--- config.mk ---
export PLATFORM = sky130hd
export DESIGN_NAME = gw_lead_ctrl
export DESIGN_NICKNAME = d
export VERILOG_FILES = /design/src/hdl/gw_lead_pkg.sv /design/src/hdl/interval_tmr_if.sv /design/src/hdl/gw_lead_ctrl.sv /design/src/hdl/interval_tmr.sv
export SDC_FILE = /design/constraint.sdc
export NUM_CORES = 1
export LEC_CHECK = 0
export BUFFER_PORTS_ARGS = -buffer_cell sky130_fd_sc_hd__buf_2
export CAP_MARGIN = 0
export CELL_PAD_IN_SITES_DETAIL_PLACEMENT = 1
export CELL_PAD_IN_SITES_GLOBAL_PLACEMENT = 2
export CORE_ASPECT_RATIO = 0.5
export CORE_MARGIN = 5
export CORE_UTILIZATION = 35
export CTS_CLUSTER_SIZE = 28
export DETAILED_ROUTE_END_ITERATION = 12
export PLACE_DENSITY = 0.87
export SLEW_MARGIN = 20
export SYNTH_ARGS = -nofsm -noshare
export SYNTH_HDL_FRONTEND = slang
export SYNTH_HIERARCHICAL = 1
export SYNTH_SLANG_ARGS = --single-unit
--- constraint.sdc ---
create_clock -name i_mclk -period 3.96 [get_ports i_mclk]
set_input_delay 0.396 -clock i_mclk [delete_from_list [all_inputs] [get_ports i_mclk]]
set_output_delay 0.396 -clock i_mclk [all_outputs]
set_load 0.05 [all_outputs]
--- src/hdl/gw_lead_pkg.sv ---
// Constants shared by the gateway lead sequencer and its interval timer
package gw_lead_pkg;

    // ****************************************
    // Time base
    // ****************************************
    localparam int CLK_PERIOD_NS = 25;
    localparam int TICK_PERIOD_NS = 1_000_000;
    localparam int TICK_CYC = (TICK_PERIOD_NS + CLK_PERIOD_NS - 1) / CLK_PERIOD_NS;
    localparam int TICK_PERIOD_US = TICK_PERIOD_NS / 1000;
    localparam int TMR_W = 16;
    localparam int DTR_DROP_MS = 200;
    localparam int CARRIER_WAIT_MS = 35_000;
    localparam int HOT_RETRY_MS = 1000;
    localparam logic [TMR_W-1:0] DTR_DROP_TICKS = TMR_W'(DTR_DROP_MS * 1000 / TICK_PERIOD_US);
    localparam logic [TMR_W-1:0] CARRIER_TICKS = TMR_W'(CARRIER_WAIT_MS * 1000 / TICK_PERIOD_US);
    localparam logic [TMR_W-1:0] HOT_RETRY_TICKS = TMR_W'(HOT_RETRY_MS * 1000 / TICK_PERIOD_US);

    // ****************************************
    // Modes
    // ****************************************
    localparam int MODE_W = 4;
    localparam logic [MODE_W-1:0] MODE_GW_LO = 4'h4;
    localparam logic [MODE_W-1:0] MODE_GW_HI = 4'h7;
    localparam logic [MODE_W-1:0] MODE_HOT_DTR_OFF = 4'h5;
    localparam logic [MODE_W-1:0] MODE_HOT_DTR_ON = 4'h7;
    localparam logic [MODE_W-1:0] MODE_PLAIN_DTR_ON = 4'h6;

    // ****************************************
    // Register map
    // ****************************************
    localparam int ADDR_W = 8;
    localparam int BAUD_W = 4;
    localparam logic [ADDR_W-1:0] REG_CTRL_OFS = 8'h00;
    localparam logic [ADDR_W-1:0] REG_STAT_OFS = 8'h04;
    localparam int CTRL_EN_BIT = 0;
    localparam int CTRL_AUTO_BAUD_SETTING_BIT = 1;
    localparam int CTRL_BAUD_LSB = 4;
    localparam int CTRL_HRATE_LSB = 8;
    localparam logic CTRL_EN_RST = 1'b1;
    localparam logic CTRL_AUTO_BAUD_SETTING_RST = 1'b0;
    localparam logic [BAUD_W-1:0] CTRL_BAUD_RST = 4'h0;
    localparam logic [BAUD_W-1:0] CTRL_HRATE_RST = 4'h0;
    localparam int STAT_DTR_BIT = 0;
    localparam int STAT_DSR_BIT = 1;
    localparam int STAT_DCD_BIT = 2;
    localparam int STAT_BUSY_BIT = 3;
    localparam int STAT_PROMPT_BIT = 4;
    localparam int STAT_LINK_BIT = 5;
    localparam int STAT_STATE_LSB = 8;

endpackage : gw_lead_pkg

--- src/hdl/interval_tmr_if.sv ---
// Carrier between the sequencer and its interval timer
`timescale 1ns/100ps
interface interval_tmr_if;
    import gw_lead_pkg::*;
    logic load;
    logic [TMR_W-1:0] load_val;
    logic expired;
    modport ctl (output load, output load_val, input expired);
    modport tmr (input load, input load_val, output expired);
endinterface : interval_tmr_if

--- src/hdl/gw_lead_ctrl.sv ---
// Gateway-mode control-lead sequencer with APB registers
//
// The register addresses and register access over APB were left to the implementer.
`timescale 1ns/100ps
module gw_lead_ctrl #(
    parameter int TICK_CYC = gw_lead_pkg::TICK_CYC
) (
    input wire logic i_mclk,                              // 40 MHz clock
    input wire logic i_rst_b,                             // Async reset, active low
    input wire logic [gw_lead_pkg::MODE_W-1:0] i_mode,    // Static mode strap
    input wire logic i_dsr,                               // DSR lead from gateway
    input wire logic i_dcd,                               // DCD lead from gateway
    input wire logic i_out_call,                          // Caller rings for outbound
    input wire logic i_cr_seen,                           // Autobaud CR received
    input wire logic i_hot_answer,                        // Hotline callee answered
    input wire logic i_hot_noans,                         // Hotline callee busy/no answer
    input wire logic i_local_release,                     // Switch side releases call
    output logic o_dtr,                                   // DTR lead to gateway
    output logic o_answer,                                // Answer caller, pulse
    output logic o_out_busy,                              // Busy for outbound calls
    output logic o_prompt_en,                             // Prompts and menus allowed
    output logic o_link_up,                               // Transparent data link
    output logic o_hot_dial,                              // Place Hotline call, pulse
    output logic [gw_lead_pkg::BAUD_W-1:0] o_hot_baud,    // Hotline bit rate code
    output logic o_hot_autobaud,                          // Hotline uses autobaud
    output logic o_call_drop,                             // Call dropped, pulse
    input wire logic psel,                                // APB select
    input wire logic penable,                             // APB enable
    input wire logic pwrite,                              // APB write
    input wire logic [gw_lead_pkg::ADDR_W-1:0] paddr,     // APB address
    input wire logic [31:0] pwdata,                       // APB write data
    output logic [31:0] prdata,                           // APB read data
    output logic pready,                                  // APB ready
    output logic pslverr                                  // APB error
);
    import gw_lead_pkg::*;

    // ****************************************
    // Reset release and state
    // ****************************************
    logic [1:0] rst_sync_ff;
    logic rst_n;
    always_ff @(posedge i_mclk or negedge i_rst_b) begin
        if (!i_rst_b) begin
            rst_sync_ff <= 2'b00;
        end else begin
            rst_sync_ff <= {rst_sync_ff[0], 1'b1};
        end
    end
    assign rst_n = rst_sync_ff[1];
    typedef enum logic [2:0] {
        ST_IDLE, ST_OUT_WAIT, ST_IN_AB, ST_HOT_DIAL, ST_HOT_WAIT, ST_CONNECTED, ST_DISC
    } state_t;
    typedef struct packed {
        logic [1:0][MODE_W-1:0] mode_sync;
        logic [1:0] dcd_sync;
        logic [1:0] dsr_sync;
        logic dcd_prev;
        logic dsr_prev;
        state_t state;
        logic inbound;
        logic dtr;
        logic busy;
        logic answer;
        logic drop;
        logic hot_dial;
        logic en;
        logic auto_baud_setting;
        logic [BAUD_W-1:0] baud;
        logic [BAUD_W-1:0] hrate;
        logic [31:0] prdata;
    } st_t;
    st_t st_ff;
    st_t nxt_st;
    interval_tmr_if tmr_bus ();
    interval_tmr #(
        .TICK_CYC(TICK_CYC)
    ) u_tmr (
        .i_mclk(i_mclk),
        .i_rst_n(rst_n),
        .tmr(tmr_bus.tmr)
    );
    logic [MODE_W-1:0] mode;
    logic gw;
    logic hotline;
    logic dtr_idle_on;
    logic dcd_on;
    logic dcd_rise;
    logic dcd_fall;
    logic dsr_fall;
    logic apb_setup;
    logic apb_wr;
    logic hit_ctrl;
    logic hit_stat;
    logic [31:0] stat_word;
    assign mode = st_ff.mode_sync[1];
    assign gw = st_ff.en && (mode >= MODE_GW_LO) && (mode <= MODE_GW_HI);
    assign hotline = (mode == MODE_HOT_DTR_OFF) || (mode == MODE_HOT_DTR_ON);
    assign dtr_idle_on = (mode == MODE_PLAIN_DTR_ON) || (mode == MODE_HOT_DTR_ON);
    // No RI input exists; calls start only from DCD or the switch side
    assign dcd_on = st_ff.dcd_sync[1];
    assign dcd_rise = dcd_on && !st_ff.dcd_prev;
    assign dcd_fall = !dcd_on && st_ff.dcd_prev;
    assign dsr_fall = !st_ff.dsr_sync[1] && st_ff.dsr_prev;
    assign apb_setup = psel && !penable;
    assign apb_wr = psel && penable && pwrite;
    assign hit_ctrl = (paddr == REG_CTRL_OFS);
    assign hit_stat = (paddr == REG_STAT_OFS);
    always_comb begin
        stat_word = 32'h0;
        stat_word[STAT_DTR_BIT] = st_ff.dtr;
        stat_word[STAT_DSR_BIT] = st_ff.dsr_sync[1];
        stat_word[STAT_DCD_BIT] = dcd_on;
        stat_word[STAT_BUSY_BIT] = st_ff.busy;
        stat_word[STAT_PROMPT_BIT] = o_prompt_en;
        stat_word[STAT_LINK_BIT] = o_link_up;
        stat_word[STAT_STATE_LSB +: 3] = st_ff.state;
    end
    // ****************************************
    // Sequencer and register file
    // ****************************************
    always_comb begin
        nxt_st = st_ff;
        tmr_bus.load = 1'b0;
        tmr_bus.load_val = DTR_DROP_TICKS;
        nxt_st.mode_sync = {st_ff.mode_sync[0], i_mode};
        nxt_st.dcd_sync = {st_ff.dcd_sync[0], i_dcd};
        nxt_st.dsr_sync = {st_ff.dsr_sync[0], i_dsr};
        nxt_st.dcd_prev = dcd_on;
        nxt_st.dsr_prev = st_ff.dsr_sync[1];
        nxt_st.answer = 1'b0;
        nxt_st.drop = 1'b0;
        nxt_st.hot_dial = 1'b0;
        if (!gw) begin
            nxt_st.state = ST_IDLE;
            nxt_st.dtr = 1'b0;
            nxt_st.busy = 1'b0;
            nxt_st.inbound = 1'b0;
        end else begin
            unique case (st_ff.state)
                ST_IDLE: begin
                    nxt_st.dtr = dtr_idle_on;
                    nxt_st.busy = 1'b0;
                    nxt_st.inbound = 1'b0;
                    if (dcd_rise && hotline) begin
                        nxt_st.state = ST_HOT_DIAL;
                        nxt_st.hot_dial = 1'b1;
                        nxt_st.dtr = 1'b1;
                        nxt_st.busy = 1'b1;
                        nxt_st.inbound = 1'b1;
                    end else if (dcd_rise) begin
                        nxt_st.state = ST_IN_AB;
                        nxt_st.dtr = 1'b1;
                        nxt_st.busy = 1'b1;
                        nxt_st.inbound = 1'b1;
                    end else if (i_out_call) begin
                        nxt_st.state = ST_OUT_WAIT;
                        nxt_st.answer = 1'b1;
                        nxt_st.dtr = 1'b1;
                        nxt_st.busy = 1'b1;
                        tmr_bus.load = 1'b1;
                        tmr_bus.load_val = CARRIER_TICKS;
                    end
                end
                ST_OUT_WAIT: begin
                    if (i_local_release) begin
                        nxt_st.state = ST_IDLE;
                        nxt_st.drop = 1'b1;
                        nxt_st.dtr = dtr_idle_on;
                    end else if (dcd_on) begin
                        nxt_st.state = ST_CONNECTED;
                    end else if (tmr_bus.expired && !dtr_idle_on) begin
                        nxt_st.state = ST_IDLE;
                        nxt_st.drop = 1'b1;
                        nxt_st.dtr = 1'b0;
                    end
                end
                ST_IN_AB: begin
                    if (!dcd_on || i_local_release) begin
                        nxt_st.state = ST_IDLE;
                        nxt_st.drop = 1'b1;
                        nxt_st.dtr = dtr_idle_on;
                    end else if (i_cr_seen) begin
                        nxt_st.state = ST_CONNECTED;
                    end
                end
                ST_HOT_DIAL: begin
                    if (!dcd_on) begin
                        nxt_st.state = ST_IDLE;
                        nxt_st.drop = 1'b1;
                        nxt_st.dtr = dtr_idle_on;
                    end else if (i_hot_answer) begin
                        nxt_st.state = ST_CONNECTED;
                    end else if (i_hot_noans) begin
                        nxt_st.state = ST_HOT_WAIT;
                        tmr_bus.load = 1'b1;
                        tmr_bus.load_val = HOT_RETRY_TICKS;
                    end
                end
                ST_HOT_WAIT: begin
                    if (!dcd_on) begin
                        nxt_st.state = ST_IDLE;
                        nxt_st.drop = 1'b1;
                        nxt_st.dtr = dtr_idle_on;
                    end else if (tmr_bus.expired) begin
                        nxt_st.state = ST_HOT_DIAL;
                        nxt_st.hot_dial = 1'b1;
                    end
                end
                ST_CONNECTED: begin
                    if (dsr_fall || dcd_fall || i_local_release) begin
                        nxt_st.drop = 1'b1;
                        nxt_st.dtr = 1'b0;
                        nxt_st.busy = 1'b0;
                        if (dtr_idle_on) begin
                            nxt_st.state = ST_DISC;
                            tmr_bus.load = 1'b1;
                            tmr_bus.load_val = DTR_DROP_TICKS;
                        end else begin
                            nxt_st.state = ST_IDLE;
                        end
                    end
                end
                ST_DISC: begin
                    nxt_st.dtr = 1'b0;
                    if (tmr_bus.expired) begin
                        nxt_st.state = ST_IDLE;
                        nxt_st.dtr = 1'b1;
                    end
                end
            endcase
        end
        if (apb_wr && hit_ctrl) begin
            nxt_st.en = pwdata[CTRL_EN_BIT];
            nxt_st.auto_baud_setting = pwdata[CTRL_AUTO_BAUD_SETTING_BIT];
            nxt_st.baud = pwdata[CTRL_BAUD_LSB +: BAUD_W];
            nxt_st.hrate = pwdata[CTRL_HRATE_LSB +: BAUD_W];
        end
        if (apb_setup) begin
            nxt_st.prdata = 32'h0;
            if (hit_ctrl) begin
                nxt_st.prdata[CTRL_EN_BIT] = st_ff.en;
                nxt_st.prdata[CTRL_AUTO_BAUD_SETTING_BIT] = st_ff.auto_baud_setting;
                nxt_st.prdata[CTRL_BAUD_LSB +: BAUD_W] = st_ff.baud;
                nxt_st.prdata[CTRL_HRATE_LSB +: BAUD_W] = st_ff.hrate;
            end else if (hit_stat) begin
                nxt_st.prdata = stat_word;
            end
        end
    end

    always_ff @(posedge i_mclk or negedge rst_n) begin
        if (!rst_n) begin
            st_ff <= '0;
            st_ff.state <= ST_IDLE;
            st_ff.en <= CTRL_EN_RST;
            st_ff.auto_baud_setting <= CTRL_AUTO_BAUD_SETTING_RST;
            st_ff.baud <= CTRL_BAUD_RST;
            st_ff.hrate <= CTRL_HRATE_RST;
        end else begin
            st_ff <= nxt_st;
        end
    end

    // ****************************************
    // Outputs
    // ****************************************
    assign o_dtr = st_ff.dtr;
    assign o_answer = st_ff.answer;
    assign o_out_busy = st_ff.busy;
    assign o_prompt_en = dcd_on && st_ff.inbound;
    assign o_link_up = (st_ff.state == ST_OUT_WAIT) || (st_ff.state == ST_CONNECTED);
    assign o_hot_dial = st_ff.hot_dial;
    assign o_hot_baud = (mode == MODE_HOT_DTR_ON) ? st_ff.hrate : st_ff.baud;
    assign o_hot_autobaud = (mode == MODE_HOT_DTR_OFF) && st_ff.auto_baud_setting;
    assign o_call_drop = st_ff.drop;
    assign prdata = st_ff.prdata;
    assign pready = 1'b1;
    assign pslverr = psel && penable && !hit_ctrl && !hit_stat;

    // ****************************************
    // Assertions
    // ****************************************
    a_gw_only_dtr: assert property (@(posedge i_mclk) disable iff (!rst_n)
        !gw |=> !o_dtr) else $error("DTR driven outside gateway modes");
    a_idle_dtr_off: assert property (@(posedge i_mclk) disable iff (!rst_n)
        gw && !dtr_idle_on && $past(gw && st_ff.state == ST_IDLE) && st_ff.state == ST_IDLE
        && $stable(mode) |-> !o_dtr) else $error("DTR on while idle in mode 4 or 5");
    a_idle_dtr_on: assert property (@(posedge i_mclk) disable iff (!rst_n)
        gw && dtr_idle_on && $past(gw && st_ff.state == ST_IDLE) && st_ff.state == ST_IDLE
        && $stable(mode) |-> o_dtr) else $error("DTR off while idle in mode 6 or 7");
    a_disc_dtr_drop: assert property (@(posedge i_mclk) disable iff (!rst_n)
        st_ff.state == ST_DISC && gw |-> !o_dtr) else $error("DTR on during disconnect");
    a_prompt_gate: assert property (@(posedge i_mclk) disable iff (!rst_n)
        !dcd_on || st_ff.state == ST_OUT_WAIT |-> !o_prompt_en) else $error("Prompt not allowed");
    a_out_answer: assert property (@(posedge i_mclk) disable iff (!rst_n)
        gw && st_ff.state == ST_IDLE && i_out_call && !dcd_rise
        |=> o_answer && o_dtr && o_link_up) else $error("Outbound call not answered");
    a_carrier_timeout: assert property (@(posedge i_mclk) disable iff (!rst_n)
        gw && st_ff.state == ST_OUT_WAIT && tmr_bus.expired && !dcd_on && !dtr_idle_on
        |=> o_call_drop && !o_dtr && st_ff.state == ST_IDLE) else $error("No drop on timeout");
    a_lead_fall_drop: assert property (@(posedge i_mclk) disable iff (!rst_n)
        gw && st_ff.state == ST_CONNECTED && (dsr_fall || dcd_fall)
        |=> o_call_drop ##1 !o_call_drop) else $error("Lead drop did not end call");
    a_inbound_busy: assert property (@(posedge i_mclk) disable iff (!rst_n)
        gw && st_ff.state == ST_IDLE && dcd_rise && !hotline
        |=> o_out_busy && o_dtr && st_ff.state == ST_IN_AB) else $error("Inbound not taken");
    a_hot_start: assert property (@(posedge i_mclk) disable iff (!rst_n)
        gw && st_ff.state == ST_IDLE && dcd_rise && hotline
        |=> o_hot_dial) else $error("Hotline not started on carrier");
    a_hot_rate: assert property (@(posedge i_mclk) disable iff (!rst_n)
        mode == MODE_HOT_DTR_OFF |-> o_hot_baud == st_ff.baud && o_hot_autobaud == st_ff.auto_baud_setting)
        else $error("Mode 5 Hotline rate not from settings");
    c_out_connect: cover property (@(posedge i_mclk) disable iff (!rst_n)
        st_ff.state == ST_OUT_WAIT ##1 st_ff.state == ST_CONNECTED);
    c_in_connect: cover property (@(posedge i_mclk) disable iff (!rst_n)
        st_ff.state == ST_IN_AB ##1 st_ff.state == ST_CONNECTED);
    c_hot_retry: cover property (@(posedge i_mclk) disable iff (!rst_n)
        st_ff.state == ST_HOT_WAIT ##1 st_ff.state == ST_HOT_DIAL);
    c_disc_done: cover property (@(posedge i_mclk) disable iff (!rst_n)
        st_ff.state == ST_DISC ##1 st_ff.state == ST_IDLE);

endmodule : gw_lead_ctrl

--- src/hdl/interval_tmr.sv ---
// Free-running millisecond tick and a reloadable tick countdown
`timescale 1ns/100ps
module interval_tmr #(
    parameter int TICK_CYC = gw_lead_pkg::TICK_CYC
) (
    input wire logic i_mclk,         // System clock
    input wire logic i_rst_n,        // Synchronised reset, active low
    interval_tmr_if.tmr tmr          // Load and expiry
);
    import gw_lead_pkg::*;

    if (TICK_CYC < 2) begin : g_chk
        $error("interval_tmr: TICK_CYC must be at least 2");
    end

    typedef struct packed {
        logic [31:0] div;
        logic tick;
        logic [TMR_W-1:0] count;
        logic expired;
    } tmr_st_t;

    tmr_st_t st_ff;
    tmr_st_t nxt_st;

    always_comb begin
        nxt_st = st_ff;
        nxt_st.tick = 1'b0;
        if (st_ff.div == 32'(TICK_CYC - 1)) begin
            nxt_st.div = 32'h0;
            nxt_st.tick = 1'b1;
        end else begin
            nxt_st.div = st_ff.div + 32'h1;
        end
        // Load wins over a tick in the same cycle
        if (tmr.load) begin
            nxt_st.count = tmr.load_val;
            nxt_st.expired = 1'b0;
        end else if (st_ff.tick && !st_ff.expired) begin
            nxt_st.count = st_ff.count - TMR_W'(1);
            if (st_ff.count <= TMR_W'(1)) begin
                nxt_st.expired = 1'b1;
            end
        end
    end

    always_ff @(posedge i_mclk or negedge i_rst_n) begin
        if (!i_rst_n) begin
            st_ff <= '0;
        end else begin
            st_ff <= nxt_st;
        end
    end

    assign tmr.expired = st_ff.expired;

endmodule : interval_tmr

-- Yosys cells after proc, flatten, opt, wreduce, memory -nomap -nowiden
Cells that the tools add are included.
- add/sub/neg operators: 2
- multipliers: 0
- div/mod/pow operators: 0
- $lt $le $gt $ge: 3
- equality and inequality tests: 24
- shifts and indexed selects: 0
- mux-type cells: 74
- bitwise gates (word level): 0
- reduce and logical (&&, ||, !) cells: 39
- operator list (kind ; number):
    16-bit two-way mux ; 4
    3-bit two-way mux ; 17
    17-bit two-way mux ; 2
    32-bit by 1-bit adder with 32-bit output (second input constant) ; 1
    32-bit by 16-bit equality test with 1-bit output (second input constant) ; 1
    32-bit two-way mux ; 1
    16-bit one-hot mux with 2 select lines ; 1
    1-bit two-way mux ; 30
    10-bit two-way mux ; 3
    3-bit one-hot mux with 7 select lines ; 1
    20-bit two-way mux ; 1
    16-bit by 1-bit <= comparator with 1-bit output (second input constant) ; 1
    1-bit logical AND ; 16
    16-bit by 1-bit subtractor with 16-bit output (second input constant) ; 1
    5-bit inequality test (second input constant) ; 3
    4-bit by 3-bit equality test with 1-bit output (second input constant) ; 3
    6-bit two-way mux ; 2
    4-bit inequality test (second input constant) ; 3
    11-bit two-way mux ; 1
    3-bit equality test (second input constant) ; 3
    3-bit inequality test (second input constant) ; 3
    8-bit by 3-bit equality test with 1-bit output (second input constant) ; 1
    1-bit logical NOT ; 8
    8-bit logical NOT ; 1
    other kinds (22) ; 34
- register bits: 117
- latch bits: 0
- RAM bits: 0
- ROM bits: 0
- output and inout bits: 46
- logic and storage cells: 165
- memories kept: 0

-- Longest topological paths before layout
- depth after elaboration: 9
- depth in mapped cells: 10

-- By module
The synthesis kept the hierarchy.
- modules (own cells, without submodules) (module ; instances ; cells an instance ; area each (µm²)):
    gw_lead_ctrl ; 1 ; 235 ; 2514.9
    interval_tmr ; 1 ; 250 ; 2472.4

-- Worst setup path before layout
Ideal clock, no wire load.
- path kind: reg-to-output
- start: register st_ff (netlist bit mode[3])
- end: output port o_hot_autobaud
- data arrival time: 1.824 ns
- setup slack: 1.740 ns
- cell stages (with the launch flop): 4
- cells stage by stage: dfrtp_1 -> and2b_2 -> nand2_1 -> nor3b_1
- cells in the longest elaborated chain, start to end: 2
- ends and longest elaborated chain (what ; line ; text):
    start, declared ; gw_lead_ctrl.sv:73 ; st_t st_ff;
    start signal, assigned ; gw_lead_ctrl.sv:261 ; st_ff <= nxt_st;
    4-bit by 3-bit equality test with 1-bit output ; gw_lead_ctrl.sv:275 ; assign o_hot_autobaud = (mode == MODE_HOT_DTR_OFF) && st_ff.auto_baud_setting;
    1-bit logical AND ; gw_lead_ctrl.sv:275 ;
    end, declared ; gw_lead_ctrl.sv:25 ; output logic o_hot_autobaud,
Every way passes these cells.

-- Worst setup path in the final report
- start: register st_ff[49] (netlist name)
- end: register u_tmr/st_ff[16] (netlist name)
- cells in the longest elaborated chain, start to end: 4
- elaborated cells on any way between the ends: 9
- classes of those cells: 2 x eq/ne; 5 x mux; 2 x reduce/logical
- ends and longest elaborated chain (what ; line ; text):
    3-bit equality test, or another cell as far along ; gw_lead_ctrl.sv:140 ; unique case (st_ff.state)
    1-bit one-hot mux with 3 select lines * ; gw_lead_ctrl.sv:140 ;
    1-bit two-way mux * ; gw_lead_ctrl.sv:134 ; if (!gw) begin
    named net tmr_bus.load ; interval_tmr_if.sv:5 ; logic load;
    17-bit two-way mux / 2-bit nonzero test (equally long branches) ; n/a ;
    end signal, assigned ; interval_tmr.sv:51 ; st_ff <= nxt_st;
    end, declared ; interval_tmr.sv:23 ; tmr_st_t st_ff;
The timed path passes the listed nets; every way through them passes the cells marked *.
A chain may end at the register's enable or synchronous reset.

==> results.toml <==
[route]
routedWlPerCell_um = 16.0
detailedRoute.firstPassIterationCount = 5
dr_total_vias = 3629
drc_errors = 0
viasPerCell = 4.93
drt.antenna.violating_nets = 0
drt-total-wl_um = 11800
number_of_violations_reported_at_the_end_of_detailed_routing_iteration_0 = 186

[placement]
place_congestion = 0.773
placed_area_um2 = 5330
placement.setup.worst_slack_ns = 1.16
numPlacedInstances = 719
portBuffers = 58
detailedPlacementHpwl_um = 8310

[power_and_ir_drop]
highest_ir_drop_seen_on_vdd_mv = 0.182
p_per_area_nw_per_um2 = 352
p_leak_nw = 2.55
total_power_mw = 1.97

[grt]
groute.usage.overall_pct = 14.7
maximum_number_of_pins_on_one_net_before_global_route_repair = 66
grt_pass1_wl_um = 19700
grt.overflow.total = 0
grt_pass1_vias = 3878
antenna_found_initial = 0

[final_layout]
multi_input_comb_area_um2 = 2270
nFillCells = 1612
sequential_cell_area_um2 = 2430
design.final.nets = 598
area_growth_syn_to_fin_pct = 12.4
drive_above_1_share_pct = 21.0
design_area_um2 = 5610
final_cell_count_no_fill = 736
antennaDiodeCount = 0

[floorplanning]
io_pins = 102
design.core.area_um2 = 13700
fp.dieW_um = 179
floorplan.initialDensity_pct = 36.3
die-height_um = 94.4
die_outline_area_um2 = 16900
placementRows = 30

[sta]
finalClockSkew_ns = 0.00761
final-hold-violation-count = 0
setup_viol = 0
final-max-slew-violation-count = 0
timing.fmax_mhz = 356
worst_pin_slew_ns = 0.932
min_period_ns = 2.81
min_period_over_period_pct = 71.0
rsz0062_at_grt = "false"
finalSetupTns_ns = 0
finalWorstSetupSlack_ns = 1.15
relSlewSlack_pct = 37.0

[critical_path]
crit_path_cell_chain = "nand2_1 > nor3_1 > a21boi_0 > a211oi_4 > buf_4 > nor2_1 > nand3_1 > nand3_1"
worst-path-max-fanout = 22
criticalPathCategory = "register to register"
timing.rr.end = "u_tmr/st_ff[16]$_DFFE_PN0P_"
r2r_setup_slack_ns = 1.15
end_kind = "register"
timing.critical_path.slowest_stage_cell = "sky130_fd_sc_hd__dfrtp_1"
startpoint_of_the_worst_setup_timing_path = "st_ff[49]$_DFFE_PN0P_"
worstSetupStartpointType = "register"
critPathArrivalTime_ns = 3.04
max_stage_delay_ns = 0.84
reg2reg_depth = 8
cp_common_cell = "sky130_fd_sc_hd__nand3_1"
cp.required_ns = 4.18
worst_r2r_startpoint = "st_ff[49]$_DFFE_PN0P_"

[cts]
cts_buf_count = 9
clk_path_buf_depth = 2
post-cts-setup-buffers = 0
clock_sinks = 97
clk_latency_ns = 0.34
htree_num_levels = 3
cts_root_buffer = "sky130_fd_sc_hd__clkbuf_16"
cts.clk_slew.worst_paths_ns = 0.07
cts_tree = "yes"

[synthesis]
netlist.area_leader.share_pct = 48.2
postSynth.topFlopCell = "sky130_fd_sc_hd__dfrtp_1"
ys_async_sr_fraction_pct = 100
ys_seq_elements = 97
cells_after_synth = 485
mappedNetlistArea_um2 = 4990
synthesis.area_per_instance_um2 = 10.3
yosysSeqAreaShare_pct = 48.7
number_of_warnings_issued_by_yosys = 6
post-synth-top-area-cell = "sky130_fd_sc_hd__dfrtp_1"
synth_edf_count = 0
synthDistinctLibCells = 63
netlist_top_cells_area = "sky130_fd_sc_hd__dfrtp_1 (48%), sky130_fd_sc_hd__buf_4 (5.1%), sky130_fd_sc_hd__xnor2_1 (4.6%)"

[job]
max_cap_check_violation_count = 0

[outcome]
outcome = "completed"

[hold_path]
worst_hold_startpoint = "i_mode[2]"
min_to = "nxt_st[63]$_DFF_PN0_"
hold_path_depth = 1
holdCritPathClass = "input pin to register"
==> stage by stage <==
step / hold slack [ns] / utilization, %
global placement: 0.181 / 38.7
CTS: 0.148 / 40.8
finish: 0.159 / 40.8
floorplan: 0.100 / -
global route: 0.136 / 40.8
detailed placement: 0.186 / 38.8
==> area by class of cell <==
class,count,share of cell area (%)
Sequential cell,97,43.4
Multi-Input combinational cell,350,40.5
Timing Repair Buffer,62,5.76
Tap cell,192,4.28
Clock buffer,10,4.08
Inverter,19,1.27
Clock inverter,6,0.736
==> synth_stat cells (2+ instances only) <==
library cell	n
sky130_fd_sc_hd__clkbuf_1	9
sky130_fd_sc_hd__nand3_1	26
sky130_fd_sc_hd__nor3_1	11
sky130_fd_sc_hd__a22o_1	5
sky130_fd_sc_hd__nand2_1	45
sky130_fd_sc_hd__nor4_2	4
sky130_fd_sc_hd__mux2_2	14
sky130_fd_sc_hd__buf_4	34
sky130_fd_sc_hd__conb_1	2
sky130_fd_sc_hd__nand4b_1	2
sky130_fd_sc_hd__and2_1	2
sky130_fd_sc_hd__buf_6	5
sky130_fd_sc_hd__nand4_1	12
sky130_fd_sc_hd__nand3b_1	2
sky130_fd_sc_hd__xor2_1	15
sky130_fd_sc_hd__nor3_2	2
sky130_fd_sc_hd__and3_1	10
sky130_fd_sc_hd__mux2i_1	4
sky130_fd_sc_hd__a21boi_0	2
sky130_fd_sc_hd__nor2b_1	6
sky130_fd_sc_hd__or3_1	2
sky130_fd_sc_hd__or2_2	3
sky130_fd_sc_hd__nand2b_1	4
sky130_fd_sc_hd__a211o_1	2
sky130_fd_sc_hd__inv_1	19
sky130_fd_sc_hd__nor2_1	29
sky130_fd_sc_hd__a222oi_1	6
sky130_fd_sc_hd__xnor2_1	26
sky130_fd_sc_hd__a211oi_1	4
sky130_fd_sc_hd__nor3b_1	2
sky130_fd_sc_hd__nor3_4	2
sky130_fd_sc_hd__o21ai_0	16
sky130_fd_sc_hd__nor4b_1	2
sky130_fd_sc_hd__dfrtp_1	96
sky130_fd_sc_hd__a21oi_1	12
sky130_fd_sc_hd__o221ai_1	2
sky130_fd_sc_hd__ha_1	3
sky130_fd_sc_hd__o211ai_1	2
sky130_fd_sc_hd__nor4_1	14
sky130_fd_sc_hd__or4_1	3
sky130_fd_sc_hd__and3b_1	2
==> worst max-delay path by stage <==
stage / end / cells past startpoint
after floorplan: dcd_on$_DFF_PN0_ / 0
after global placement: u_tmr/st_ff[16]$_DFFE_PN0P_ / 8
after detailed placement: u_tmr/st_ff[16]$_DFFE_PN0P_ / 8
after CTS: u_tmr/st_ff[16]$_DFFE_PN0P_ / 8
after global routing: u_tmr/st_ff[16]$_DFFE_PN0P_ / 8
final: u_tmr/st_ff[16]$_DFFE_PN0P_ / 8
==> cells in the final DEF (no fill, tap or decap), drive strengths merged, types with 3 or more instances in the layout <==
cell type and count:
a211oi 4, a21oi 12, a222oi 6, a22o 5, and2 3, and3 11
buf 61, clkbuf 10, clkinv 4, conb 31, dfrtp 96, ha 3
inv 21, mux2 14, mux2i 4, nand2 46, nand2b 4, nand3 26
nand4 12, nor2 29, nor2b 6, nor3 15, nor4 18, o21ai 17
or2 3, or4 4, xnor2 26, xor2 15
==> critical path: cells and delay by family (launching register included) <==
family	cells	cell delay, ns
AO/OA/AOI/OAI	2	0.77
AND/OR/NAND/NOR	5	0.73
buffers and inverters	1	0.34
flip-flops	1	0.84
==> sequential cells by signal (all words and copies together), names as in the netlist, 2 cells and up <==
name	flops
prdata	12
st_ff	16
nxt_st	7
rst_sync_ff	2
mode	4
u_tmr/st_ff	49
==> report_power, final <==
group	switching [mW]	leakage, nW	internal (mW)	total, mW
clock	0.380	0.137	0.429	0.808
sequential	0.0311	1.24	1.01	1.04
combinational	0.0914	1.18	0.0331	0.125
==> cell families (layout without fill, tap and decap cells) <==
group | after synthesis | after routing | synth area share (%)
xor+xnor | 41 | 41 | 7.20
mux | 18 | 18 | 3.96
fa+ha+maj | 5 | 5 | 1.18
simple gates | 193 | 193 | 21.4
buf+inv | 67 | 97 | 8.35
flops | 97 | 97 | 48.7
compound gates | 62 | 62 | 9.01
other cells | 2 | 31 | 0.151
==> what timing repair did <==
action | 4_1_cts | 5_1_grt
endpoints found under the hold margin | 2 | 0
hold buffers | 1 | 0
resized for setup | 0 | 0
==> layer usage <==
layer  vias to the layer above  GRT usage, %  wire length (um)
met1                      1806          19.3              5620
met3                         5          3.12               347
li1                       1761             -                 -
met5                         -             0                 0
met2                        57          25.0              5730
met4                         0          3.25                79
Note: power is estimated with default switching activity, not from simulation.
